[src/shared/sbl_consts.svh]
// Constants for the serial block link error handler
// Function
// - Matching check byte and clean block: answer DLE
// - Bad block: answer NAK, wait block time
// - Abort on attempts exhausted or wait expiry
// - Start answered by start means conflict
// - Lower priority yields, answers DLE, receives
// - Higher priority keeps waiting, then sends
// - Yielded send retried afterwards with fresh start
// - Both stations need different priority settings
// - Retry failed blocks up to attempt limit
// - Abort records first error, returns idle
// - Line break flagged, no repetition started except setup start repeated in ACKW
// - Line break flag clears when line returns
// - One fixed code per character error
// - Character errors reported only after retries
// - Damaged character while idle reported at once
// - Check byte XORs data, doubled escapes twice
// - Doubled escape stored once
// - Character timeout: NAK, error, no repetition
`ifndef SBL_CONSTS_SVH
`define SBL_CONSTS_SVH
`define SBL_STX 8'h02
`define SBL_ETX 8'h03
`define SBL_DLE 8'h10
`define SBL_NAK 8'h15
`define SBL_CLK_HZ 32'h0262_5a00
`define SBL_BLK_WAIT_S 32'h4
`define SBL_ACK_DLY_RST 32'h0000_1f40
`define SBL_CHR_DLY_RST 32'h0000_0fa0
`define SBL_MAXA_RST 4'h6
`define SBL_REG_CTRL 4'h0
`define SBL_REG_ACKD 4'h1
`define SBL_REG_CHRD 4'h2
`define SBL_REG_BLKW 4'h3
`define SBL_REG_STAT 4'h4
`define SBL_CTRL_PRIO 0
`define SBL_CTRL_ATT_LO 4
`define SBL_CTRL_ATT_HI 7
`define SBL_STAT_BRK 8
`define SBL_STAT_NEW 9
`define SBL_ERR_LOST 8'h01
`define SBL_ERR_FRAME 8'h02
`define SBL_ERR_PARITY 8'h03
`define SBL_ERR_BCC 8'h04
`define SBL_ERR_CHR_TMO 8'h05
`define SBL_ERR_SETUP 8'h06
`define SBL_ERR_CTRL 8'h07
`define SBL_RESP_OKAY 2'h0
`define SBL_RESP_SLVERR 2'h2
`endif

[src/shared/sbl_pkg.sv]
// Types of the serial block link error handler
`default_nettype none
package sbl_pkg;
	typedef enum logic [2:0] {IDLE, ACKW, RDATA, RDLE, RBCC, BWAIT} sbl_state_type;
	typedef struct packed {
		sbl_state_type st;
		logic [31:0] tmr;
		logic [7:0] bcc;
		logic [3:0] att;
		logic [7:0] err1;
		logic [7:0] ecur;
		logic retry;
		logic txv;
		logic [7:0] txd;
		logic ov;
		logic [7:0] od;
		logic grant;
		logic [7:0] code;
		logic cnew;
		logic brk;
		logic prio;
		logic [3:0] maxa;
		logic [31:0] ackd;
		logic [31:0] chrd;
		logic [31:0] blkw;
		logic awr;
		logic wr;
		logic aw_h;
		logic [5:0] aw_a;
		logic w_h;
		logic [31:0] w_d;
		logic [3:0] w_s;
		logic bv;
		logic [1:0] br;
		logic arr;
		logic rv;
		logic [31:0] rd;
		logic [1:0] rr;
	} sbl_regs_type;
endpackage
`default_nettype wire

[src/logic/sbl_link.sv]
// Block link receive procedure with conflict and error handling
`timescale 1ns/100ps
`default_nettype none
`include "sbl_consts.svh"
module sbl_link #(
	parameter logic [31:0] BLK_WAIT_CYC = `SBL_BLK_WAIT_S * `SBL_CLK_HZ
)(
	input wire logic mclk_i,
	input wire logic rst_i,
	input wire logic ce_i,
	input wire logic rx_valid_i,
	input wire logic [7:0] rx_data_i,
	input wire logic [2:0] rx_err_i,
	input wire logic line_break_i,
	input wire logic send_req_i,
	input wire logic tx_ready_i,
	output logic tx_valid_o,
	output logic [7:0] tx_data_o,
	output logic rcv_valid_o,
	output logic [7:0] rcv_data_o,
	output logic send_grant_o,
	input wire logic s_axi_awvalid_i,
	output logic s_axi_awready_o,
	input wire logic [5:0] s_axi_awaddr_i,
	input wire logic s_axi_wvalid_i,
	output logic s_axi_wready_o,
	input wire logic [31:0] s_axi_wdata_i,
	input wire logic [3:0] s_axi_wstrb_i,
	output logic s_axi_bvalid_o,
	input wire logic s_axi_bready_i,
	output logic [1:0] s_axi_bresp_o,
	input wire logic s_axi_arvalid_i,
	output logic s_axi_arready_o,
	input wire logic [5:0] s_axi_araddr_i,
	output logic s_axi_rvalid_o,
	input wire logic s_axi_rready_i,
	output logic [31:0] s_axi_rdata_o,
	output logic [1:0] s_axi_rresp_o
);

sbl_pkg::sbl_regs_type q;
sbl_pkg::sbl_regs_type d;
logic tmo;
logic fail;
logic [7:0] rxc;
logic [7:0] enew;
logic [31:0] wm;
logic [31:0] cur;

// Fixed priority keeps one code per character fault
function automatic logic [7:0] map_err(input logic [2:0] e);
	logic [7:0] c;
	c = 8'h00;
	if (e[0])
		c = `SBL_ERR_LOST;
	else if (e[1])
		c = `SBL_ERR_FRAME;
	else if (e[2])
		c = `SBL_ERR_PARITY;
	return c;
endfunction

////////////////////////////////////////////////////////////////
always_comb
begin
	d = q;
	fail = 1'b0;
	enew = 8'h00;
	cur = 32'h0;
	d.grant = 1'b0;
	d.ov = 1'b0;
	wm = {{8{q.w_s[3]}}, {8{q.w_s[2]}}, {8{q.w_s[1]}}, {8{q.w_s[0]}}};
	rxc = map_err(rx_err_i);
	d.brk = line_break_i;
	tmo = (q.tmr == 32'h0);
	if (!tmo)
		d.tmr = q.tmr - 32'h1;
	if (q.txv && tx_ready_i)
		d.txv = 1'b0;

	// Bus slave first so a hardware set below wins over a clear
	if (s_axi_awvalid_i && q.awr)
	begin
		d.aw_h = 1'b1;
		d.aw_a = s_axi_awaddr_i;
	end
	if (s_axi_wvalid_i && q.wr)
	begin
		d.w_h = 1'b1;
		d.w_d = s_axi_wdata_i;
		d.w_s = s_axi_wstrb_i;
	end
	if (q.aw_h && q.w_h && !q.bv)
	begin
		d.aw_h = 1'b0;
		d.w_h = 1'b0;
		d.bv = 1'b1;
		d.br = `SBL_RESP_OKAY;
		case (q.aw_a[5:2])
			`SBL_REG_CTRL:
			begin
				cur = {24'h0, q.maxa, 3'h0, q.prio};
				cur = (cur & ~wm) | (q.w_d & wm);
				d.prio = cur[`SBL_CTRL_PRIO];
				d.maxa = cur[`SBL_CTRL_ATT_HI:`SBL_CTRL_ATT_LO];
			end
			`SBL_REG_ACKD:
				d.ackd = (q.ackd & ~wm) | (q.w_d & wm);
			`SBL_REG_CHRD:
				d.chrd = (q.chrd & ~wm) | (q.w_d & wm);
			`SBL_REG_BLKW:
				d.blkw = (q.blkw & ~wm) | (q.w_d & wm);
			`SBL_REG_STAT:
			begin
				if (q.w_s[1] && q.w_d[`SBL_STAT_NEW])
					d.cnew = 1'b0;
			end
			default:
				d.br = `SBL_RESP_SLVERR;
		endcase
	end
	if (q.bv && s_axi_bready_i)
		d.bv = 1'b0;
	d.awr = !d.aw_h;
	d.wr = !d.w_h;
	if (s_axi_arvalid_i && q.arr)
	begin
		d.arr = 1'b0;
		d.rv = 1'b1;
		d.rr = `SBL_RESP_OKAY;
		case (s_axi_araddr_i[5:2])
			`SBL_REG_CTRL:
				d.rd = {24'h0, q.maxa, 3'h0, q.prio};
			`SBL_REG_ACKD:
				d.rd = q.ackd;
			`SBL_REG_CHRD:
				d.rd = q.chrd;
			`SBL_REG_BLKW:
				d.rd = q.blkw;
			`SBL_REG_STAT:
				d.rd = {13'h0, q.st, 6'h0, q.cnew, q.brk, q.code};
			default:
			begin
				d.rd = 32'h0;
				d.rr = `SBL_RESP_SLVERR;
			end
		endcase
	end
	if (q.rv && s_axi_rready_i)
	begin
		d.rv = 1'b0;
		d.arr = 1'b1;
	end

	// Procedure steps only while no reply is in flight; a character
	// arriving then is dropped, as the peer waits for our answer.
	if (!q.txv)
	begin
		case (q.st)
			sbl_pkg::IDLE:
			begin
				if (rx_valid_i && rx_err_i != 3'h0)
				begin
					d.code = rxc;
					d.cnew = 1'b1;
				end
				else if (rx_valid_i && rx_data_i == `SBL_STX)
				begin
					d.txv = 1'b1;
					d.txd = `SBL_DLE;
					d.st = sbl_pkg::RDATA;
					d.att = 4'h1;
					d.bcc = 8'h00;
					d.err1 = 8'h00;
					d.ecur = 8'h00;
					d.tmr = q.chrd;
				end
				else if (rx_valid_i && rx_data_i != `SBL_NAK)
				begin
					d.txv = 1'b1;
					d.txd = `SBL_NAK;
					d.code = `SBL_ERR_CTRL;
					d.cnew = 1'b1;
				end
				else if ((send_req_i || q.retry) && !q.brk)
				begin
					d.txv = 1'b1;
					d.txd = `SBL_STX;
					d.st = sbl_pkg::ACKW;
					d.att = 4'h1;
					d.tmr = q.ackd;
				end
			end
			sbl_pkg::ACKW:
			begin
				if (rx_valid_i && rx_err_i == 3'h0 && rx_data_i == `SBL_DLE)
				begin
					d.grant = 1'b1;
					d.retry = 1'b0;
					d.st = sbl_pkg::IDLE;
				end
				else if (rx_valid_i && rx_err_i == 3'h0 && rx_data_i == `SBL_STX)
				begin
					// Equal high settings on both ends wait here until the attempts run out
					if (!q.prio)
					begin
						d.retry = 1'b1;
						d.txv = 1'b1;
						d.txd = `SBL_DLE;
						d.st = sbl_pkg::RDATA;
						d.att = 4'h1;
						d.bcc = 8'h00;
						d.err1 = 8'h00;
						d.ecur = 8'h00;
						d.tmr = q.chrd;
					end
				end
				else if (rx_valid_i || tmo)
					fail = 1'b1;
				if (fail && q.att >= q.maxa)
				begin
					d.txv = 1'b1;
					d.txd = `SBL_NAK;
					d.code = `SBL_ERR_SETUP;
					d.cnew = 1'b1;
					d.retry = 1'b0;
					d.st = sbl_pkg::IDLE;
				end
				else if (fail)
				begin
					d.txv = 1'b1;
					d.txd = `SBL_STX;
					d.att = q.att + 4'h1;
					d.tmr = q.ackd;
				end
			end
			sbl_pkg::RDATA, sbl_pkg::RDLE, sbl_pkg::RBCC:
			begin
				if (q.brk)
					d.st = sbl_pkg::IDLE;
				else if (rx_valid_i)
				begin
					d.tmr = q.chrd;
					d.bcc = q.bcc ^ rx_data_i;
					if (rxc != 8'h00 && q.ecur == 8'h00)
						d.ecur = rxc;
					if (q.st == sbl_pkg::RDATA)
					begin
						if (rx_data_i == `SBL_DLE)
							d.st = sbl_pkg::RDLE;
						else
						begin
							d.ov = 1'b1;
							d.od = rx_data_i;
						end
					end
					else if (q.st == sbl_pkg::RDLE)
					begin
						d.st = sbl_pkg::RDATA;
						if (rx_data_i == `SBL_DLE)
						begin
							d.ov = 1'b1;
							d.od = rx_data_i;
						end
						else if (rx_data_i == `SBL_ETX)
							d.st = sbl_pkg::RBCC;
						else if (d.ecur == 8'h00)
							d.ecur = `SBL_ERR_CTRL;
					end
					else
					begin
						d.bcc = q.bcc;
						d.txv = 1'b1;
						if (rx_data_i == q.bcc && q.ecur == 8'h00 && rxc == 8'h00)
						begin
							d.txd = `SBL_DLE;
							d.st = sbl_pkg::IDLE;
						end
						else
						begin
							d.txd = `SBL_NAK;
							enew = q.ecur;
							if (enew == 8'h00)
								enew = (rxc != 8'h00) ? rxc : `SBL_ERR_BCC;
							if (q.err1 == 8'h00)
								d.err1 = enew;
							// A different fault on a retry ends the block
							if (q.att >= q.maxa || (q.err1 != 8'h00 && enew != q.err1))
							begin
								d.code = d.err1;
								d.cnew = 1'b1;
								d.st = sbl_pkg::IDLE;
							end
							else
							begin
								d.att = q.att + 4'h1;
								d.tmr = q.blkw;
								d.st = sbl_pkg::BWAIT;
							end
						end
					end
				end
				else if (tmo)
				begin
					d.txv = 1'b1;
					d.txd = `SBL_NAK;
					d.code = `SBL_ERR_CHR_TMO;
					d.cnew = 1'b1;
					d.st = sbl_pkg::IDLE;
				end
			end
			sbl_pkg::BWAIT:
			begin
				if (q.brk)
					d.st = sbl_pkg::IDLE;
				else if (rx_valid_i && rx_err_i == 3'h0 && rx_data_i == `SBL_STX)
				begin
					d.txv = 1'b1;
					d.txd = `SBL_DLE;
					d.st = sbl_pkg::RDATA;
					d.bcc = 8'h00;
					d.ecur = 8'h00;
					d.tmr = q.chrd;
				end
				else if (tmo)
				begin
					d.code = q.err1;
					d.cnew = 1'b1;
					d.st = sbl_pkg::IDLE;
				end
			end
			default:
				d.st = sbl_pkg::IDLE;
		endcase
	end
end

////////////////////////////////////////////////////////////////
always_ff @(posedge mclk_i)
begin
	if (rst_i)
	begin
		q <= '0;
		q.maxa <= `SBL_MAXA_RST;
		q.ackd <= `SBL_ACK_DLY_RST;
		q.chrd <= `SBL_CHR_DLY_RST;
		q.blkw <= BLK_WAIT_CYC;
		q.awr <= 1'b1;
		q.wr <= 1'b1;
		q.arr <= 1'b1;
	end
	else if (ce_i)
		q <= d;
end

assign tx_valid_o = q.txv;
assign tx_data_o = q.txd;
assign rcv_valid_o = q.ov;
assign rcv_data_o = q.od;
assign send_grant_o = q.grant;
assign s_axi_awready_o = q.awr;
assign s_axi_wready_o = q.wr;
assign s_axi_bvalid_o = q.bv;
assign s_axi_bresp_o = q.br;
assign s_axi_arready_o = q.arr;
assign s_axi_rvalid_o = q.rv;
assign s_axi_rdata_o = q.rd;
assign s_axi_rresp_o = q.rr;

logic step;
assign step = ce_i && !q.txv && rx_valid_i;
endmodule
`default_nettype wire

[config.mk]
export PLATFORM = sky130hd
export DESIGN_NAME = sbl_link
export DESIGN_NICKNAME = d
export VERILOG_FILES = /design/src/shared/sbl_pkg.sv /design/src/logic/sbl_link.sv
export VERILOG_INCLUDE_DIRS = /design/src /design/src/shared
export SDC_FILE = /design/constraint.sdc
export NUM_CORES = 1
export LEC_CHECK = 0
export BUFFER_PORTS_ARGS = -buffer_cell sky130_fd_sc_hd__buf_2
export CORE_MARGIN = 4
export CORE_UTILIZATION = 60
export CTS_CLUSTER_DIAMETER = 100
export CTS_CLUSTER_SIZE = 20
export DETAILED_ROUTE_END_ITERATION = 6
export MAX_ROUTING_LAYER = met4
export PLACE_DENSITY = 0.76
export SLEW_MARGIN = 20
export SYNTH_ARGS = -nofsm -noshare
export SYNTH_HDL_FRONTEND = slang
export SYNTH_SLANG_ARGS = --single-unit
export TNS_END_PERCENT = 20
[constraint.sdc]
create_clock -name mclk_i -period 4.2 [get_ports mclk_i]
set_input_delay 0.21 -clock mclk_i [delete_from_list [all_inputs] [get_ports mclk_i]]
set_output_delay 0.21 -clock mclk_i [all_outputs]
set_load 0.01 [all_outputs]
==> impl_metrics.tcl, run 1 <==
set metrics [dict create \
    drt_pass1_iterations 6 \
    tightest_slew_ps 1111 \
    start_kind "register" \
    critPathRequiredTime_ps 4580 \
    end_kind "register" \
    cap_violations 0 \
    cts_sinks 270 \
    hold_depth 3 \
    drc 0 \
    netlist_instances 1973 \
    fillCellCount 2144 \
    areaGrowthSynthToFinish_pct 9.983 \
    wl_per_cell_um 22.66 \
    p_leak_nw 5.922 \
    max_slew_margin_pct 25.64 \
    yosys_warnings 0 \
    power_w 0.005354 \
    cp_max_fo 7 \
    nNetsFinal 2111 \
    fmax_ghz 0.2668 \
    gp_congestion 1.089 \
    die_h_um 165.6 \
    synth_top_area_share_pct 36.27 \
    die_w_um 165.6 \
    min_path_type "primary input to register" \
    ys_ff_latch 270 \
    r2r-end "q[258]" \
    clk_latency_ps 510 \
    setup-tns-final_ps 0 \
    min_period_ps 3748 \
    post_cts_resized 0 \
    path_class "register to register" \
    yosysTopAreaCell "dfxtp_1" \
    power_density_nw_per_um2 326.7 \
    routed_wl_um 53430 \
    initial_core_util_pct 61.10 \
    grt_max_degree 120 \
    hold_viol 0 \
    async_flop_share_pct 0 \
    grt-ovfl-total 0 \
    io_pins 131 \
    synth-edff-count 0 \
    hold_buffers 44 \
    grt.total_usage_pct 39.07 \
    via_count 16010 \
    vias_per_cell 6.791 \
    setup_ws_ps 451.6 \
    ys.flop_type "dfxtp_1" \
    cp_data_arrival_time_ps 4120 \
    ff2ff_setup_slack_ps 450 \
    min_from "rx_data_i[7]" \
    yosysMostFrequentCell "nand2_1" \
    rsz0062_at_grt "no" \
    postCtsSetupBuffers 0 \
    setup_viol 0 \
    io_buffers 120 \
    first_global_vias 14630 \
    post-dp-hpwl_um 37520 \
    antenna_left 0 \
    finalClockSkew_ps 16.91 \
    clockBufferDepth 3 \
    drt_iter0_markers 2139 \
    cts_root_buf "clkbuf_16" \
    synthTopCellsByArea "dfxtp_1 (36%), a21oi_1 (8.9%), nand2_1 (7.4%)" \
    cts_buffers 17 \
    synth_area_um2 14900 \
    ff2ff_path_depth 12 \
    synth_seq_area_share_pct 36.27 \
    rows 57 \
    min_period_over_period_pct 89.25 \
    fp.coreArea_um2 24390 \
    grt_pass1_wl_um 82220 \
    post_synth.cell_area_avg_um2 7.553 \
    min_to "q[243]" \
    dieArea_um2 27420 \
    drive_gt1_share_pct 12.34 \
    path_clk_slew_ps 100 \
    antenna_found_initial 0 \
    r2r_start "q[232]" \
    yosysUniqueCellTypes 97 \
    diodes 0 \
    cts_tree "done" \
    pre_cts_ws_ps 555.7 \
    final-max-slew-violation-count 0 \
    status "complete, no violations" \
    htree_levels 1 \
    ir_worst_vdd_mv 0.3441 \
    synthTopCellsByCount "nand2_1 (295), dfxtp_1 (270), a21oi_1 (265), nor2_1 (189), nand3_1 (117)" \
]
[layer usage]
| layer | track usage (%) | part of all wire, % |
|---|---|---|
| met1 | 54.16 | 41 |
| met2 | 57.07 | 42 |
| met3 | 7.793 | 13 |
| met4 | 13.65 | 4.1 |
| met5 | - | 0 |
[power breakdown]
group / internal [W] / total [W] / leakage, nW / switching, W
Clock: 0.000733 / 0.00163 / 0.218 / 0.000899
Combinational: 0.000363 / 0.000970 / 3.52 / 0.000608
Sequential: 0.00263 / 0.00275 / 2.19 / 0.000123
Total: 0.00372 / 0.00535 / 5.92 / 0.00163
[state kept, by name, summed over array words and instances, names as in the netlist, 3 cells and up]
signal         flops
tx_data_o          3
s_axi_rdata_o     32
q                217
rcv_data_o         8
[placed cells by master, fill, tap and decap left out, drive strengths merged, types with 30 or more instances in the layout]
cell           n
nand2        296
a21oi        267
dfxtp        270
inv           30
nor3          37
dlygate4sd3   44
a22oi         47
o21ai         73
nor2         189
nand3        117
buf          180
[critical path, cell delays in order, from the launching register on]
cell and delay, ps:
dfxtp_1 400, inv_1 100, ha_1 270, nand2b_1 140
a2111oi_0 420, buf_4 230, o2111a_1 240, nand4_1 280
a21oi_2 650, buf_4 290, mux2_1 340, a21oi_1 170
a211oi_2 80
[cell type report]
type                    instances  area (µm²)  area share [%]
multi-input cells            1490        8519           51.98
flip-flops and latches        270        5405           32.98
repair buffers                225        1508           9.199
clock buffers                  17       425.4           2.596
well taps                     324       405.4           2.473
inverters                      30       112.6          0.6871
clock inverters                 2       13.76         0.08398
[worst max-delay path by stage]
stage	start	to	slack, ps	cells past startpoint
global placement	q[232]	q[258]	630	12
CTS	q[232]	q[258]	540	12
detailed placement	q[232]	q[258]	560	12
floorplan	q[232]	q[258]	1000	11
finish	q[232]	q[258]	450	12
global route	q[232]	q[258]	330	12
[through the flow]
stage / instances / cell area, µm² / util (%) / hold WS [ps]
after global placement: 2295 / 15510 / 63.59 / 443.8
after CTS: 2358 / 16390 / 67.20 / 36.28
after floorplan: 1978 / 14920 / - / 346.0
final: 2358 / 16390 / 67.20 / 40.25
after global routing: 2358 / 16390 / 67.20 / 44.76
after detailed placement: 2295 / 15510 / 63.59 / 447.4
[cells by family after synthesis]
group / after synthesis / synth area share [%]
xor gates and xnor gates: 41 / 2.410
and+or+nand+nor: 807 / 25.51
DFF: 270 / 36.27
buffers and inverters: 218 / 6.994
other: 1 / 0.02516
adders and majority gates: 6 / 0.5038
AOI/OAI and AO/OA: 611 / 26.97
muxes: 19 / 1.318
Note: power is estimated with default switching activity, not from simulation.
==> run 2: changes to the inputs <==
--- a/config.mk
+++ b/config.mk
@@ -7,6 +7,7 @@
 export NUM_CORES = 1
 export LEC_CHECK = 0
 export BUFFER_PORTS_ARGS = -buffer_cell sky130_fd_sc_hd__buf_2
+export CORE_ASPECT_RATIO = 0.5
 export CORE_MARGIN = 4
 export CORE_UTILIZATION = 60
 export CTS_CLUSTER_DIAMETER = 100
==> impl_metrics.tcl, run 2 (same netlist as run 1, synthesis figures left out) <==
set metrics [dict create \
    status "finished, violations left" \
    failed_checks "design-rule violations" \
    drt_pass1_iterations 7 \
    critPathRequiredTime_ps 4590 \
    grt-ovfl-total 0 \
    cp_top_family "compound AO/OA/AOI/OAI gates" \
    cp_data_arrival_time_ps 4080 \
    final_common_cell "nand2_1" \
    nNetsFinal 2112 \
    tightest_slew_ps 1207 \
    min_from "rx_data_i[1]" \
    gp_congestion 1.050 \
    drive_gt1_share_pct 12.33 \
    cp_max_fo 12 \
    final_util_pct 67.85 \
    met2_usage_pct 49.92 \
    via_count 15560 \
    setup-tns-final_ps 0 \
    end_kind "register" \
    hold_viol 0 \
    global_route.usage.met3_pct 11.76 \
    min_path_type "primary input to register" \
    cap_violations 0 \
    min_period_ps 3698 \
    antenna_found_initial 0 \
    ir_worst_vdd_mv 0.3334 \
    cts_buffers 17 \
    io_pins 131 \
    final-max-slew-violation-count 0 \
    crit_chain "inv_1, ha_1, nand2b_1, a2111oi_0, buf_4, o2111a_1, nand4_1, a21oi_2, mux2_2, a221oi_1, nor3_1" \
    dieArea_um2 27570 \
    drc 2 \
    ff2ff_setup_slack_ps 500 \
    cts_root_buf "clkbuf_16" \
    postCtsSetupBuffers 0 \
    diodes 0 \
    min_to "q[237]" \
    die_h_um 119.4 \
    r2r_start "q[232]" \
    busiest_layer "met1" \
    rsz0062_at_grt "no" \
    post-dp-hpwl_um 36380 \
    critPathSlowestCell "a21oi_2" \
    wl_per_cell_um 22.01 \
    vias_per_cell 6.561 \
    use_met1_pct 54.54 \
    clk_latency_ps 530 \
    cts_sinks 270 \
    r2r-end "q[247]" \
    power_w 0.005328 \
    min_period_over_period_pct 88.05 \
    setup_viol 0 \
    fp.coreArea_um2 24220 \
    antenna_left 0 \
    grt_pass1_wl_um 79490 \
    clockBufferDepth 3 \
    first_global_vias 13460 \
    path_buf_inv 2 \
    io_buffers 120 \
    finalClockSkew_ps 25.76 \
    power_density_nw_per_um2 324.2 \
    fmax_ghz 0.2704 \
    die_w_um 230.9 \
    layout_common_cells "nand2_1 (295), dfxtp_1 (270), a21oi_1 (265)" \
    ff2ff_path_depth 11 \
    htree_levels 1 \
    initial_core_util_pct 61.52 \
    path_class "register to register" \
    rows 40 \
    cts_tree "done" \
    path_clk_slew_ps 90 \
    routed_wl_um 52170 \
    drt_iter0_markers 2353 \
    largest_reg_flops 217 \
    grt_max_degree 131 \
    start_kind "register" \
    grt.total_usage_pct 37.18 \
    max_stage_delay_ps 790 \
    top_register "q" \
    max_slew_margin_pct 19.20 \
    areaGrowthSynthToFinish_pct 10.29 \
    p_leak_nw 5.929 \
    hold_depth 3 \
]
==> run 2: tightest hold or removal path, cell delays in order <==
cell and delay (ps):
buf_2 150, nand3b_1 90, a21oi_1 60
==> run 2: power breakdown <==
| group | total (W) | internal, W | switching [W] |
|---|---|---|---|
| clock | 0.00163 | 0.000737 | 0.000894 |
| combinational | 0.000956 | 0.000354 | 0.000602 |
| sequential | 0.00274 | 0.00263 | 0.000113 |
==> run 2: through the flow <==
stage          instances  instance area [µm²]  setup WS (ps)  hold slack [ps]
2_1_floorplan       1978                14920           1004            346.0
3_3_place_gp        2305                15510          611.9            440.3
3_5_place_dp        2305                15510          570.3            446.7
4_1_cts             2371                16430          555.7            6.868
5_1_grt             2371                16440          194.8            26.83
6_report            2371                16440          501.8            27.21
==> run 2: metal layers <==
metal | routed length, µm | vias to the layer above
met3 | 8000 | 105
li1 | - | 7189
met1 | 22350 | 7281
met4 | 1195 | 0
met5 | 0 | -
met2 | 20630 | 982
==> run 2: final cells by class <==
class / count / area (µm²)
clock buffer: 17 / 425.4
tap: 336 / 420.4
fill: 2152 / 7787
inverter: 30 / 112.6
multi-input combinational: 1490 / 8517
timing repair buffer: 226 / 1535
clock inverter: 2 / 20.02
sequential: 270 / 5405
==> run 2: worst max-delay path by stage <==
stage / endpoint / cells after the start / slack (ps) / startpoint
floorplan: q[258] / 11 / 1000 / q[232]
global placement: q[247] / 11 / 610 / q[232]
detailed placement: q[247] / 11 / 570 / q[232]
CTS: q[247] / 11 / 560 / q[232]
global route: q[247] / 11 / 190 / q[232]
finish: q[247] / 11 / 500 / q[232]
==> run 2: timing repair <==
| item | 4_1_cts | 5_1_grt |
|---|---|---|
| endpoints found under the hold margin | 47 | 0 |
| resized for setup | 0 | 0 |
| hold buffers | 47 | 0 |
